--- src/logic/mhb_pkg.sv ---
// mhb_pkg: constants, configuration layout and carriers of the multiplexed host port.
// assumes: one 100 MHz clock, classic wishbone register access, 8-bit byte-address bus.
package mhb_pkg;

    ////////////////////////////////////////////////////////////////////////////////////////
    // register map (byte addresses on the wishbone side)
    localparam logic [7:0]  MHB_OFS_CONFIG   = 8'h00;
    localparam logic [7:0]  MHB_OFS_STATUS   = 8'h04;
    localparam logic [7:0]  MHB_OFS_COUNT    = 8'h08;
    localparam logic [1:0]  MHB_MEM_SEL      = 2'h1;   // adr[7:6] == 1 -> 0x40..0x7c
    localparam int          MHB_MEM_WORDS    = 16;
    localparam logic [31:0] MHB_MEM_RESET    = 32'h0000_0000;

    ////////////////////////////////////////////////////////////////////////////////////////
    // process_data_port_config field positions
    localparam int MHB_CFG_HOLD_POL  = 0;   // 1: hold-off output asserts high
    localparam int MHB_CFG_ALE_POL   = 1;   // 1: latch strobes active high
    localparam int MHB_CFG_CS_POL    = 2;   // 1: device select active high
    localparam int MHB_CFG_RD_POL    = 3;   // read strobe / direction polarity
    localparam int MHB_CFG_WR_POL    = 4;   // write strobe / enable polarity
    localparam int MHB_CFG_RW_MODE   = 5;   // 1: direction line plus access_strobe_line
    localparam int MHB_CFG_ALE_QUAL  = 6;   // 1: latch strobes need device select
    localparam int MHB_CFG_SINGLE    = 7;   // 1: single-phase address latching
    localparam int MHB_CFG_BUS16     = 8;   // 1: 16-bit data, 0: 8-bit data
    localparam int MHB_CFG_HOLD_OE   = 9;   // 1: hold-off pin enabled as output
    localparam int MHB_CFG_WIDTH     = 10;
    localparam logic [9:0] MHB_CFG_RESET = 10'h01e;   // active-high strobes, 8-bit, dual

    ////////////////////////////////////////////////////////////////////////////////////////
    // counters and latched address
    localparam logic [15:0] MHB_ADDR_RESET = 16'h0000;
    localparam logic [15:0] MHB_CNT_RESET  = 16'h0000;

    // configuration as a carrier
    typedef struct packed {
        logic hold_oe;
        logic bus16;
        logic single;
        logic ale_qual;
        logic rw_mode;
        logic wr_pol;
        logic rd_pol;
        logic cs_pol;
        logic ale_pol;
        logic hold_pol;
    } mhb_cfg_t;

    // synchronised host control lines
    typedef struct packed {
        logic ale_hi;
        logic ale_lo;
        logic cs;
        logic rd;
        logic wr;
        logic endian;
    } mhb_ctl_t;

    // decoded, polarity-corrected bus phase
    typedef struct packed {
        logic lat_hi;
        logic lat_lo;
        logic rd;
        logic wr;
    } mhb_phase_t;

endpackage

--- src/logic/mhb_top.sv ---
// mhb_top: multiplexed address/data host port in compatibility mode, with a small
// internal dword store that the host reaches over the pins and software over wishbone.
// assumes: host pins are asynchronous and pass two flops; host strobes last several clocks.
`timescale 1ns/1ps
module mhb_top
    import mhb_pkg::*;
(
    input  wire logic        CLOCK,
    input  wire logic        NRST,
    // classic wishbone slave
    input  wire logic        WB_CYC,
    input  wire logic        WB_STB,
    input  wire logic        WB_WE,
    input  wire logic [7:0]  WB_ADR,
    input  wire logic [3:0]  WB_SEL,
    input  wire logic [31:0] WB_DAT_I,
    output logic      [31:0] WB_DAT_O,
    output logic             WB_ACK,
    // host pins
    input  wire logic [15:0] AD_IN,
    output logic      [15:0] AD_OUT,
    output logic      [1:0]  AD_OE,
    input  wire logic [7:0]  DHI_IN,
    output logic      [7:0]  DHI_OUT,
    output logic             DHI_OE,
    input  wire logic        ADDRESS_LATCH_HIGH_STROBE,
    input  wire logic        ADDRESS_LATCH_LOW_STROBE,
    input  wire logic        CS,
    input  wire logic        RD,
    input  wire logic        WR,
    input  wire logic [1:0]  BYTE_LANE_ENABLES,
    input  wire logic        ENDIAN_SEL,
    output logic             HOLD_OUT,
    output logic             HOLD_OE
);

    ////////////////////////////////////////////////////////////////////////////////////////
    // functions

    // internal byte index for a host lane; store is little-endian
    function automatic logic [1:0] byte_sel(input logic [1:0] a, input logic big,
                                            input logic bus16, input logic hi);
        logic [1:0] r;
        if (bus16) begin
            r = {a[1] ^ big, hi};
        end else begin
            r = big ? ~a : a;
        end
        return r;
    endfunction

    // polarity-corrected phase decode, shared by the current and previous sample
    function automatic mhb_phase_t decode(input mhb_ctl_t c, input mhb_cfg_t g);
        mhb_phase_t p;
        logic       sel;
        logic       en;
        sel      = (c.cs == g.cs_pol);
        // select gating of the latch strobes is optional
        p.lat_lo = (c.ale_lo == g.ale_pol) && (!g.ale_qual || sel);
        p.lat_hi = (c.ale_hi == g.ale_pol) && (!g.ale_qual || sel) && !g.single;
        if (g.rw_mode) begin
            // direction line equal to its polarity bit means write
            en   = (c.wr == g.wr_pol);
            p.wr = sel && en && (c.rd == g.rd_pol);
            p.rd = sel && en && (c.rd != g.rd_pol);
        end else begin
            p.wr = sel && (c.wr == g.wr_pol);
            p.rd = sel && (c.rd == g.rd_pol);
        end
        return p;
    endfunction

    ////////////////////////////////////////////////////////////////////////////////////////
    // declarations
    mhb_cfg_t    cfg_q, cfg_d;
    mhb_ctl_t    ctl_s1_q, ctl_s2_q, ctl_p_q;
    logic [15:0] ad_s1_q, ad_s2_q, ad_p_q;
    logic [7:0]  dhi_s1_q, dhi_s2_q, dhi_p_q;
    mhb_ctl_t    ctl_raw;
    mhb_phase_t  ph_now, ph_prev;

    logic [7:0]  addr_lo_q, addr_lo_d;
    logic [7:0]  addr_hi_q, addr_hi_d;
    logic        endian_q, endian_d;
    logic [15:0] addr;

    logic [31:0] mem_q [MHB_MEM_WORDS];
    logic [31:0] mem_d [MHB_MEM_WORDS];
    logic [15:0] rd_cnt_q, rd_cnt_d;
    logic [15:0] wr_cnt_q, wr_cnt_d;

    logic [15:0] ad_out_q, ad_out_d;
    logic [1:0]  ad_oe_q, ad_oe_d;
    logic [7:0]  dhi_out_q, dhi_out_d;
    logic        dhi_oe_q, dhi_oe_d;
    logic        hold_q, hold_d;
    logic        hold_oe_q, hold_oe_d;

    logic        ack_q, ack_d;
    logic [31:0] wb_dat_q, wb_dat_d;
    logic        wb_req;

    ////////////////////////////////////////////////////////////////////////////////////////
    // pin synchronisers; the byte_lane_enables never enter the logic
    assign ctl_raw = '{ale_hi: ADDRESS_LATCH_HIGH_STROBE, ale_lo: ADDRESS_LATCH_LOW_STROBE,
                       cs: CS, rd: RD, wr: WR, endian: ENDIAN_SEL};

    always_ff @(posedge CLOCK or negedge NRST) begin
        if (!NRST) begin
            ctl_s1_q <= '0;
            ctl_s2_q <= '0;
            ctl_p_q  <= '0;
            ad_s1_q  <= '0;
            ad_s2_q  <= '0;
            ad_p_q   <= '0;
            dhi_s1_q <= '0;
            dhi_s2_q <= '0;
            dhi_p_q  <= '0;
        end else begin
            ctl_s1_q <= ctl_raw;
            ctl_s2_q <= ctl_s1_q;
            ctl_p_q  <= ctl_s2_q;   // one more stage: trailing edges and their data
            ad_s1_q  <= AD_IN;
            ad_s2_q  <= ad_s1_q;
            ad_p_q   <= ad_s2_q;
            dhi_s1_q <= DHI_IN;
            dhi_s2_q <= dhi_s1_q;
            dhi_p_q  <= dhi_s2_q;
        end
    end

    // phases seen now and one cycle ago; a trailing edge is prev & ~now
    assign ph_now  = decode(ctl_s2_q, cfg_q);
    assign ph_prev = decode(ctl_p_q, cfg_q);

    ////////////////////////////////////////////////////////////////////////////////////////
    // address latches: sampled at the strobe's trailing edge, held otherwise
    always_comb begin
        addr_lo_d = addr_lo_q;   // skipped phases keep the old halves
        addr_hi_d = addr_hi_q;
        endian_d  = endian_q;
        if (ph_prev.lat_lo && !ph_now.lat_lo) begin
            addr_lo_d = ad_p_q[7:0];
            endian_d  = ctl_p_q.endian;
            if (cfg_q.single) begin
                addr_hi_d = ad_p_q[15:8];                // whole address at once
            end
        end
        // high half from the low lane, independent of the low phase order
        if (ph_prev.lat_hi && !ph_now.lat_hi) begin
            addr_hi_d = ad_p_q[7:0];
            endian_d  = ctl_p_q.endian;
        end
    end

    always_ff @(posedge CLOCK or negedge NRST) begin
        if (!NRST) begin
            addr_lo_q <= MHB_ADDR_RESET[7:0];
            addr_hi_q <= MHB_ADDR_RESET[15:8];
            endian_q  <= 1'b0;
        end else begin
            addr_lo_q <= addr_lo_d;
            addr_hi_q <= addr_hi_d;
            endian_q  <= endian_d;
        end
    end

    assign addr = {addr_hi_q, addr_lo_q};

    ////////////////////////////////////////////////////////////////////////////////////////
    // store: wishbone writes first, host write commit overrides per byte
    // parts of a dword land independently, so any order works
    always_comb begin
        logic [3:0] widx;
        logic [4:0] blo;
        logic [4:0] bhi;
        logic [7:0] hi_data;
        widx    = addr[5:2];
        blo     = {byte_sel(addr[1:0], endian_q, cfg_q.bus16, 1'b0), 3'h0};
        bhi     = {byte_sel(addr[1:0], endian_q, cfg_q.bus16, 1'b1), 3'h0};
        hi_data = cfg_q.single ? ad_p_q[15:8] : dhi_p_q;
        rd_cnt_d = rd_cnt_q;
        wr_cnt_d = wr_cnt_q;
        for (int i = 0; i < MHB_MEM_WORDS; i++) begin
            mem_d[i] = mem_q[i];
        end
        if (wb_req && !ack_q && WB_WE && WB_ADR[7:6] == MHB_MEM_SEL) begin
            for (int b = 0; b < 4; b++) begin
                if (WB_SEL[b]) begin
                    mem_d[WB_ADR[5:2]][8*b +: 8] = WB_DAT_I[8*b +: 8];
                end
            end
        end
        // host write commits at the trailing edge of the write phase
        if (ph_prev.wr && !ph_now.wr) begin
            mem_d[widx][blo +: 8] = ad_p_q[7:0];
            if (cfg_q.bus16) begin
                mem_d[widx][bhi +: 8] = hi_data;         // 8-bit mode ignores upper pins
            end
            wr_cnt_d = wr_cnt_q + 16'h0001;
        end
        if (ph_now.rd && !ph_prev.rd) begin
            rd_cnt_d = rd_cnt_q + 16'h0001;
        end
    end

    always_ff @(posedge CLOCK or negedge NRST) begin
        if (!NRST) begin
            for (int i = 0; i < MHB_MEM_WORDS; i++) begin
                mem_q[i] <= MHB_MEM_RESET;
            end
            rd_cnt_q <= MHB_CNT_RESET;
            wr_cnt_q <= MHB_CNT_RESET;
        end else begin
            for (int i = 0; i < MHB_MEM_WORDS; i++) begin
                mem_q[i] <= mem_d[i];
            end
            rd_cnt_q <= rd_cnt_d;
            wr_cnt_q <= wr_cnt_d;
        end
    end

    ////////////////////////////////////////////////////////////////////////////////////////
    // host data drive; lanes only, the timing is the same for either endianness
    always_comb begin
        logic [31:0] word;
        logic [1:0]  ilo;
        logic [1:0]  ihi;
        word      = mem_q[addr[5:2]];
        ilo       = byte_sel(addr[1:0], endian_q, cfg_q.bus16, 1'b0);
        ihi       = byte_sel(addr[1:0], endian_q, cfg_q.bus16, 1'b1);
        ad_out_d  = 16'h0000;
        ad_oe_d   = 2'h0;
        dhi_out_d = 8'h00;
        dhi_oe_d  = 1'b0;
        if (ph_now.rd) begin
            ad_out_d[7:0] = word[{ilo, 3'h0} +: 8];
            ad_oe_d[0]    = 1'b1;
            if (cfg_q.bus16 && cfg_q.single) begin
                ad_out_d[15:8] = word[{ihi, 3'h0} +: 8];
                ad_oe_d[1]     = 1'b1;
            end else if (cfg_q.bus16) begin
                dhi_out_d = word[{ihi, 3'h0} +: 8];
                dhi_oe_d  = 1'b1;
            end
            // 8-bit modes leave the upper lane and upper pins undriven
        end
        // no wait states in this mode: hold-off sits at acknowledge
        hold_d    = !cfg_q.hold_pol;
        hold_oe_d = cfg_q.hold_oe;
    end

    always_ff @(posedge CLOCK or negedge NRST) begin
        if (!NRST) begin
            ad_out_q  <= 16'h0000;
            ad_oe_q   <= 2'h0;
            dhi_out_q <= 8'h00;
            dhi_oe_q  <= 1'b0;
            hold_q    <= !MHB_CFG_RESET[MHB_CFG_HOLD_POL];
            hold_oe_q <= MHB_CFG_RESET[MHB_CFG_HOLD_OE];
        end else begin
            ad_out_q  <= ad_out_d;
            ad_oe_q   <= ad_oe_d;
            dhi_out_q <= dhi_out_d;
            dhi_oe_q  <= dhi_oe_d;
            hold_q    <= hold_d;
            hold_oe_q <= hold_oe_d;
        end
    end

    ////////////////////////////////////////////////////////////////////////////////////////
    // wishbone slave: one wait state, ack for every address, zero for unmapped reads
    assign wb_req = WB_CYC && WB_STB;

    always_comb begin
        ack_d    = wb_req && !ack_q;
        cfg_d    = cfg_q;
        wb_dat_d = 32'h0000_0000;
        if (wb_req && !ack_q) begin
            if (WB_ADR[7:2] == MHB_OFS_CONFIG[7:2]) begin
                wb_dat_d[MHB_CFG_WIDTH-1:0] = cfg_q;
                if (WB_WE && WB_SEL[0]) begin
                    cfg_d[7:0] = WB_DAT_I[7:0];
                end
                if (WB_WE && WB_SEL[1]) begin
                    cfg_d[9:8] = WB_DAT_I[9:8];
                end
            end else if (WB_ADR[7:2] == MHB_OFS_STATUS[7:2]) begin
                wb_dat_d[15:0] = addr;
                wb_dat_d[16]   = endian_q;
            end else if (WB_ADR[7:2] == MHB_OFS_COUNT[7:2]) begin
                wb_dat_d = {wr_cnt_q, rd_cnt_q};
            end else if (WB_ADR[7:6] == MHB_MEM_SEL) begin
                wb_dat_d = mem_q[WB_ADR[5:2]];
            end
        end
    end

    always_ff @(posedge CLOCK or negedge NRST) begin
        if (!NRST) begin
            cfg_q    <= MHB_CFG_RESET;
            ack_q    <= 1'b0;
            wb_dat_q <= 32'h0000_0000;
        end else begin
            cfg_q    <= cfg_d;
            ack_q    <= ack_d;
            wb_dat_q <= wb_dat_d;
        end
    end

    ////////////////////////////////////////////////////////////////////////////////////////
    // outputs straight from flops
    assign WB_ACK   = ack_q;
    assign WB_DAT_O = wb_dat_q;
    assign AD_OUT   = ad_out_q;
    assign AD_OE    = ad_oe_q;
    assign DHI_OUT  = dhi_out_q;
    assign DHI_OE   = dhi_oe_q;
    assign HOLD_OUT = hold_q;
    assign HOLD_OE  = hold_oe_q;

endmodule

--- config.mk ---
export PLATFORM = sky130hd
export DESIGN_NAME = mhb_top
export DESIGN_NICKNAME = d
export VERILOG_FILES = /design/src/logic/mhb_pkg.sv /design/src/logic/mhb_top.sv
export SDC_FILE = /design/constraint.sdc
export NUM_CORES = 2
export LEC_CHECK = 0
export BUFFER_PORTS_ARGS = -buffer_cell sky130_fd_sc_hd__buf_2
export CAP_MARGIN = 10
export CORE_ASPECT_RATIO = 1.4
export CORE_MARGIN = 2
export CORE_UTILIZATION = 50
export CTS_BUF_LIST = sky130_fd_sc_hd__clkbuf_16
export DETAILED_ROUTE_END_ITERATION = 8
export GPL_TIMING_DRIVEN = 0
export PLACE_DENSITY = 0.63
export RECOVER_POWER = 100
export SETUP_SLACK_MARGIN = 0.05
export SLEW_MARGIN = 5
export SYNTH_ARGS = -nofsm -noshare
export SYNTH_HDL_FRONTEND = slang
export SYNTH_SLANG_ARGS = --single-unit
--- constraint.sdc ---
create_clock -name CLOCK -period 8.1 [get_ports CLOCK]
set_clock_uncertainty 0.05 [all_clocks]
set_input_delay 1.62 -clock CLOCK [delete_from_list [all_inputs] [get_ports CLOCK]]
set_output_delay 1.62 -clock CLOCK [all_outputs]
set_load 0.03 [all_outputs]
=== Word-level counts from Yosys, hierarchy flattened ===
Index checks and enable logic that the tools add are counted.

* Register bits: 723
* Input bits: 81
* Output and inout bits: 62
* Word-level logic and storage cells: 201

* Add/subtract/negate cells: 4
* Magnitude comparators: 4
* Eq/ne operators: 15
* Shift operators: 6
* Mux-type cells: 62
* Bitwise logic cells: 4
* Reductions and logical operators: 43

{| class="wikitable"
|+ Operators with widths
! kind !! number
|-
| 2-to-1 mux 512 bit || 10
|-
| bitwise mux 512 bit || 6
|-
| demux 32 bit (select 4 bit) || 6
|-
| 2-to-1 mux 32 bit || 10
|-
| binary-select mux 32 bit (select 4 bit) || 2
|-
| 2-to-1 mux 8 bit || 9
|-
| variable shift 8 x 7 -> 32 bit (first input constant) || 2
|-
| variable part select 32 x 6 -> 8 bit || 2
|-
| variable part select 8 x 7 -> 32 bit || 2
|-
| adder 16 x 1 -> 16 bit (second input constant) || 2
|-
| 2-to-1 mux 16 bit || 2
|-
| logical AND 1 bit || 27
|-
| 2-to-1 mux 24 bit || 1
|-
| 2-to-1 mux 22 bit || 1
|-
| 2-to-1 mux 17 bit || 1
|-
| 2-to-1 mux 15 bit || 1
|-
| negator 5 -> 7 bit || 2
|-
| 2-to-1 mux 2 bit || 6
|-
| equality test 1 bit || 10
|-
| greater-or-equal comparator 5 bit (second input constant) || 2
|-
| less-than comparator 5 x 1 -> 1 bit (second input constant) || 2
|-
| 2-to-1 mux 10 bit || 1
|-
| NOT 4 -> 5 bit || 2
|-
| logical NOT 1 bit || 8
|-
| other kinds (12) || 21
|}

=== Longest topological paths before layout ===
* Depth after elaboration: 21
* Gate-level depth with buffers: 12
* Mapped depth without buffers: 9

=== Least setup slack after synthesis ===
Ideal clock, no wire load.

* Kind: input port to flip-flop
* From: in WB_ADR[2]
* To: reg wb_dat_q[20], in the netlist WB_DAT_O[20]
* Library setup time: 0.121 ns
* Data arrival time: 3.488 ns
* Data required time: 7.929 ns
* Path slack: 4.441 ns
* Stages: 5
* Buffers on the path: 2
* Cells stage by stage: buf_2 > buf_1 > mux4_2 > mux4_2 > a22o_1

* Cells in the longest elaborated chain, start to end: 9
* Elaborated cells on any way between the ends: 12
* Those cells by class: eq/ne: 2; mux: 8; bitwise: 1; reduce/logical: 1

{| class="wikitable"
|+ Ends and longest elaborated chain
! item !! RTL line !! text
|-
| start: declaration || mhb_top.sv:14 || <nowiki>input wire logic [7:0] WB_ADR,</nowiki>
|-
| NOT 4 -> 5 bit (not written as such) || mhb_top.sv:294 || <nowiki>wb_dat_d = mem_q[WB_ADR[5:2]];</nowiki>
|-
| binary-select mux 32 bit (select 4 bit) || mhb_top.sv:294 ||
|-
| 2-to-1 mux 32 bit (not written as such) (2 in series) || mhb_top.sv:294 ||
|-
| 2-to-1 mux 32 bit || mhb_top.sv:293 || <nowiki>end else if (WB_ADR[7:6] == MHB_MEM_SEL) begin</nowiki>
|-
| 2-to-1 mux 32 bit || mhb_top.sv:291 || <nowiki>end else if (WB_ADR[7:2] == MHB_OFS_COUNT[7:2]) begin</nowiki>
|-
| 2-to-1 mux 15 bit || mhb_top.sv:288 || <nowiki>end else if (WB_ADR[7:2] == MHB_OFS_STATUS[7:2]) begin</nowiki>
|-
| 2-to-1 mux 22 bit (*) || mhb_top.sv:280 || <nowiki>if (WB_ADR[7:2] == MHB_OFS_CONFIG[7:2]) begin</nowiki>
|-
| 2-to-1 mux 32 bit (*) || mhb_top.sv:279 || <nowiki>if (wb_req && !ack_q) begin</nowiki>
|-
| net wb_dat_d[20] || mhb_top.sv:100 || <nowiki>logic [31:0] wb_dat_q, wb_dat_d;</nowiki>
|-
| end signal: assignment || mhb_top.sv:307 || <nowiki>wb_dat_q <= wb_dat_d;</nowiki>
|-
| end: declaration || mhb_top.sv:100 ||
|}

Mark *: on every way through the listed nets, which the timed path passes. The rest lies on a longest branch. The select of a mux whose other input is x is not followed.
A chain may end at the register's enable or synchronous reset.

=== Final worst setup path ===
* From: reg addr_lo_q[3]
* To: reg ad_out_q[6], in the netlist AD_OUT[6]

* Cells in the longest elaborated chain, start to end: 6

{| class="wikitable"
|+ Ends and longest elaborated chain
! item !! RTL line !! text
|-
| start: declaration || mhb_top.sv:82 || <nowiki>logic [7:0] addr_lo_q, addr_lo_d;</nowiki>
|-
| start signal: assignment || mhb_top.sv:158 || <nowiki>addr_lo_q <= MHB_ADDR_RESET[7:0];</nowiki>
|-
| start signal: assignment || mhb_top.sv:162 || <nowiki>addr_lo_q <= addr_lo_d;</nowiki>
|-
| NOT 4 -> 5 bit (not written as such) || mhb_top.sv:229 || <nowiki>word = mem_q[addr[5:2]];</nowiki>
|-
| binary-select mux 32 bit (select 4 bit) || mhb_top.sv:229 ||
|-
| 2-to-1 mux 32 bit (not written as such) (2 in series) || mhb_top.sv:229 ||
|-
| variable part select 32 x 6 -> 8 bit || mhb_top.sv:237 || <nowiki>ad_out_d[7:0] = word[{ilo, 3'h0} +: 8];</nowiki>
|-
| 2-to-1 mux 16 bit || mhb_top.sv:236 || <nowiki>if (ph_now.rd) begin</nowiki>
|-
| net ad_out_d[6] || mhb_top.sv:92 || <nowiki>logic [15:0] ad_out_q, ad_out_d;</nowiki>
|-
| end signal: assignment || mhb_top.sv:262 || <nowiki>ad_out_q <= ad_out_d;</nowiki>
|-
| end: declaration || mhb_top.sv:92 ||
|}

The timed path passes the listed nets, and every way through them passes these cells. The select of a mux whose other input is x is not followed.

==> results.toml <==
[sta]
setup_viol = 0
slew_headroom = -1.43
period_share = 0.870
hold_viol_final = 0
finalCriticalPeriod_ps = 7040
slew_viol_final = 351
rsz0062_at_grt = "false"
holdWs_ps = 292
fin_setup_tns_ps = 0
max_freq_mhz = 142
worstMarginPinSlew_ps = 3640
fin_ws_ps = 1060

[logic_synthesis]
synth_ff_type = "dfrtp_1"
syn_area_um2 = 41500
syn_area_per_cell_um2 = 10.6
synth_edf_count = 0
synth_cells = 3920
synth-seq-area-share = 0.436
synth_nets = 4013
yosys_warnings = 0
synth.distinct_cells = 62
synthArstFlopShare = 1.00
synth_seq_cells = 723

[placed_design]
place_hpwl_mm = 160
pre_cts_slack_ps = 2500
place_congestion = 1.16
numPortBuffers = 106

[cells_and_area]
syn_to_final_growth_pct = 11.9
fillers = 7310
drive_above_1_share = 0.149
final-seq-area_um2 = 18100
nNetsFinal = 4234
multi_input_area_um2 = 21900
final_util = 0.562

[global_route]
grt_pass1_vias = 38900
overflow = 0
grt_max_degree = 113
grtUsageTotal = 0.519
antenna_found_initial = 20
grt_pass1_wl_mm = 304

[power_and_ir_drop]
vdd_drop_max_v = 0.000240
pwr_density_cell_nw_per_um2 = 250
total_power_mw = 11.6
power_leakage_nw = 16.3

[cts]
hold_buffers = 0
path_clk_slew_ps = 60
ctsResizeCount = 0
cts_setup_buffers = 0
htree_levels = 3
root_buffer = "clkbuf_16"
numCtsBuffers = 78
clk_path_buf_depth = 3
cts_tree = "done"
clkSinkCount = 723
clkLatencyLatePin_ps = 670

[hold_path]
hp-class = "register to register"
hold_start = "ad_s1_q[11]"
hold-path-endpoint = "ad_s2_q[11]"
min_path_cells = 0

[drt]
ant_nets = 0
drc_errors = 0
via_per_inst = 7.62
avgRoutedWirePerCell_um = 41.4
num_vias = 40400
first_iter_violations = 6269
finalWirelength_mm = 220
drt_pass1_iterations = 8

[worst_setup_path]
path_cells = "clkbuf_1 -> clkbuf_1 -> clkbuf_1 -> clkbuf_1 -> buf_2 -> mux2i_1 -> a21oi_1 -> nor3_1 -> a211oi_1"
cp-start-kind = "register"
critical_path.max_fanout = 10
r2r_slack_ps = 1060
arrival_ps = 7460
reg2reg_to = "AD_OUT[6]"
critPathKind = "register to register"
cp_slowest_cell = "clkbuf_1"
required_ps = 8520
timing.rr.start = "addr_lo_q[3]"
reg2regPathDepth = 9
crit_path_max_incr_delay_ps = 1450
crit_path_end_kind = "register"
cpMostUsedCell = "clkbuf_1"

[flow_run]
cap_violations = 15

[run_status]
status = "complete, but fails checks"
violations = "capacitance limit, slew limit"

[floorplanning]
ioPinCount = 143
die_y_um = 345
design.die.area_um2 = 85300
die_width_um = 247
rows = 125
coreArea_um2 = 82600
initial_utilization = 0.502
==> critical path: cells and delay by family (launching register included) <==
kind / cells / cell delay [ps]
buffers and inverters: 5 / 4950
AOI/OAI and AO/OA: 2 / 1030
muxes: 1 / 350
DFF: 1 / 320
and+or+nand+nor: 1 / 70
==> per-layer routing <==
metal | wire length [um] | vias to the layer above | global-route usage
met3 | 29400 | 1184 | 0.229
met5 | 129 | - | 0.00226
met2 | 93700 | 3491 | 0.744
li1 | - | 15400 | -
met4 | 25400 | 16 | 0.467
met1 | 71100 | 20300 | 0.580
==> cell usage after synthesis, drive strengths merged (5+ instances only) <==
cell type,number,area (um2)
a211oi,25,188
a21o,10,75.1
a21oi,80,404
a221oi,9,78.8
a22o,16,140
a22oi,32,240
a31oi,8,50.1
a32oi,399,3490
and2,21,131
and3,24,150
buf,133,628
clkbuf,219,827
dfrtp,718,18000
dfstp,5,131
ha,12,150
inv,19,71.3
mux2,40,450
mux2i,167,1670
mux4,296,6670
nand2,871,3270
nand2b,14,87.6
nand3,40,200
nand4,15,93.8
nor2,172,706
nor2b,22,138
nor3,34,186
nor4,6,82.6
o21ai,275,1380
o22a,50,438
o22ai,102,638
or2,6,37.5
or3,6,37.5
xnor2,26,228
xor2,16,140
==> stage by stage <==
stage	std cells	area [um2]
after floorplan	3920	41500
after global placement	5105	43300
after detailed placement	5128	43800
after CTS	5268	46400
after global routing	5280	46400
final	5301	46400
==> cells by family after synthesis <==
group                      synth area share
adders and majority gates           0.00362
and+or+nand+nor                       0.126
muxes                                 0.212
AOI/OAI and AO/OA                     0.176
xor gates and xnor gates            0.00887
buffers and inverters                0.0368
DFF                                   0.436
==> sequential cells by signal (all words and copies together), names as in the netlist, 16 cells and up <==
name and count:
AD_OUT 16, rd_cnt_q 16, wr_cnt_q 16, ad_p_q 16
ad_s1_q 16, WB_DAT_O 32, ad_s2_q 16, mem_q 512
==> how the worst max path moves through the flow <==
stage	cells after the start	slack [ps]	startpoint	to
finish	9	1060	addr_lo_q[3]	AD_OUT[6]
global route	2	1020	NRST	WB_DAT_O[0]
CTS	12	2630	endian_q	mem_q[430]
detailed placement	8	2500	WB_ADR[3]	mem_q[272]
global placement	1	-10820	NRST	rd_cnt_q[15]
floorplan	5	4440	WB_ADR[2]	WB_DAT_O[20]
==> cell usage in the layout (no fill, tap or decap), types with 27 or more instances in the layout <==
cell type and instances:
mux2i_1 167, a22oi_1 29, buf_2 92, o22a_1 50, o22ai_1 102, buf_1 51, mux2_2 39, clkbuf_16 81
nand3_1 40, nor3_1 29, clkbuf_1 302, nand2_1 871, nor2_1 159, dfrtp_1 718, a21oi_1 80, o21ai_0 271
inv_1 27, a32oi_1 399, mux4_2 296
==> cell type report <==
class	count	area share
well taps	1079	0.0291
multi-input cells	2826	0.471
flip-flops and latches	723	0.390
clock inverters	59	0.0130
clock buffers	81	0.0437
plain buffers	352	0.0310
repair buffers	141	0.0196
diodes	21	0.00113
inverters	19	0.00154
==> report_power, final <==
part           internal [mW]  total, mW  switching (mW)
Clock                   2.20       3.85            1.66
Sequential              4.09       4.56           0.463
Combinational           1.17       3.20            2.03
Total                   7.45       11.6            4.16
No activity file was read; power rests on OpenSTA's default activity.
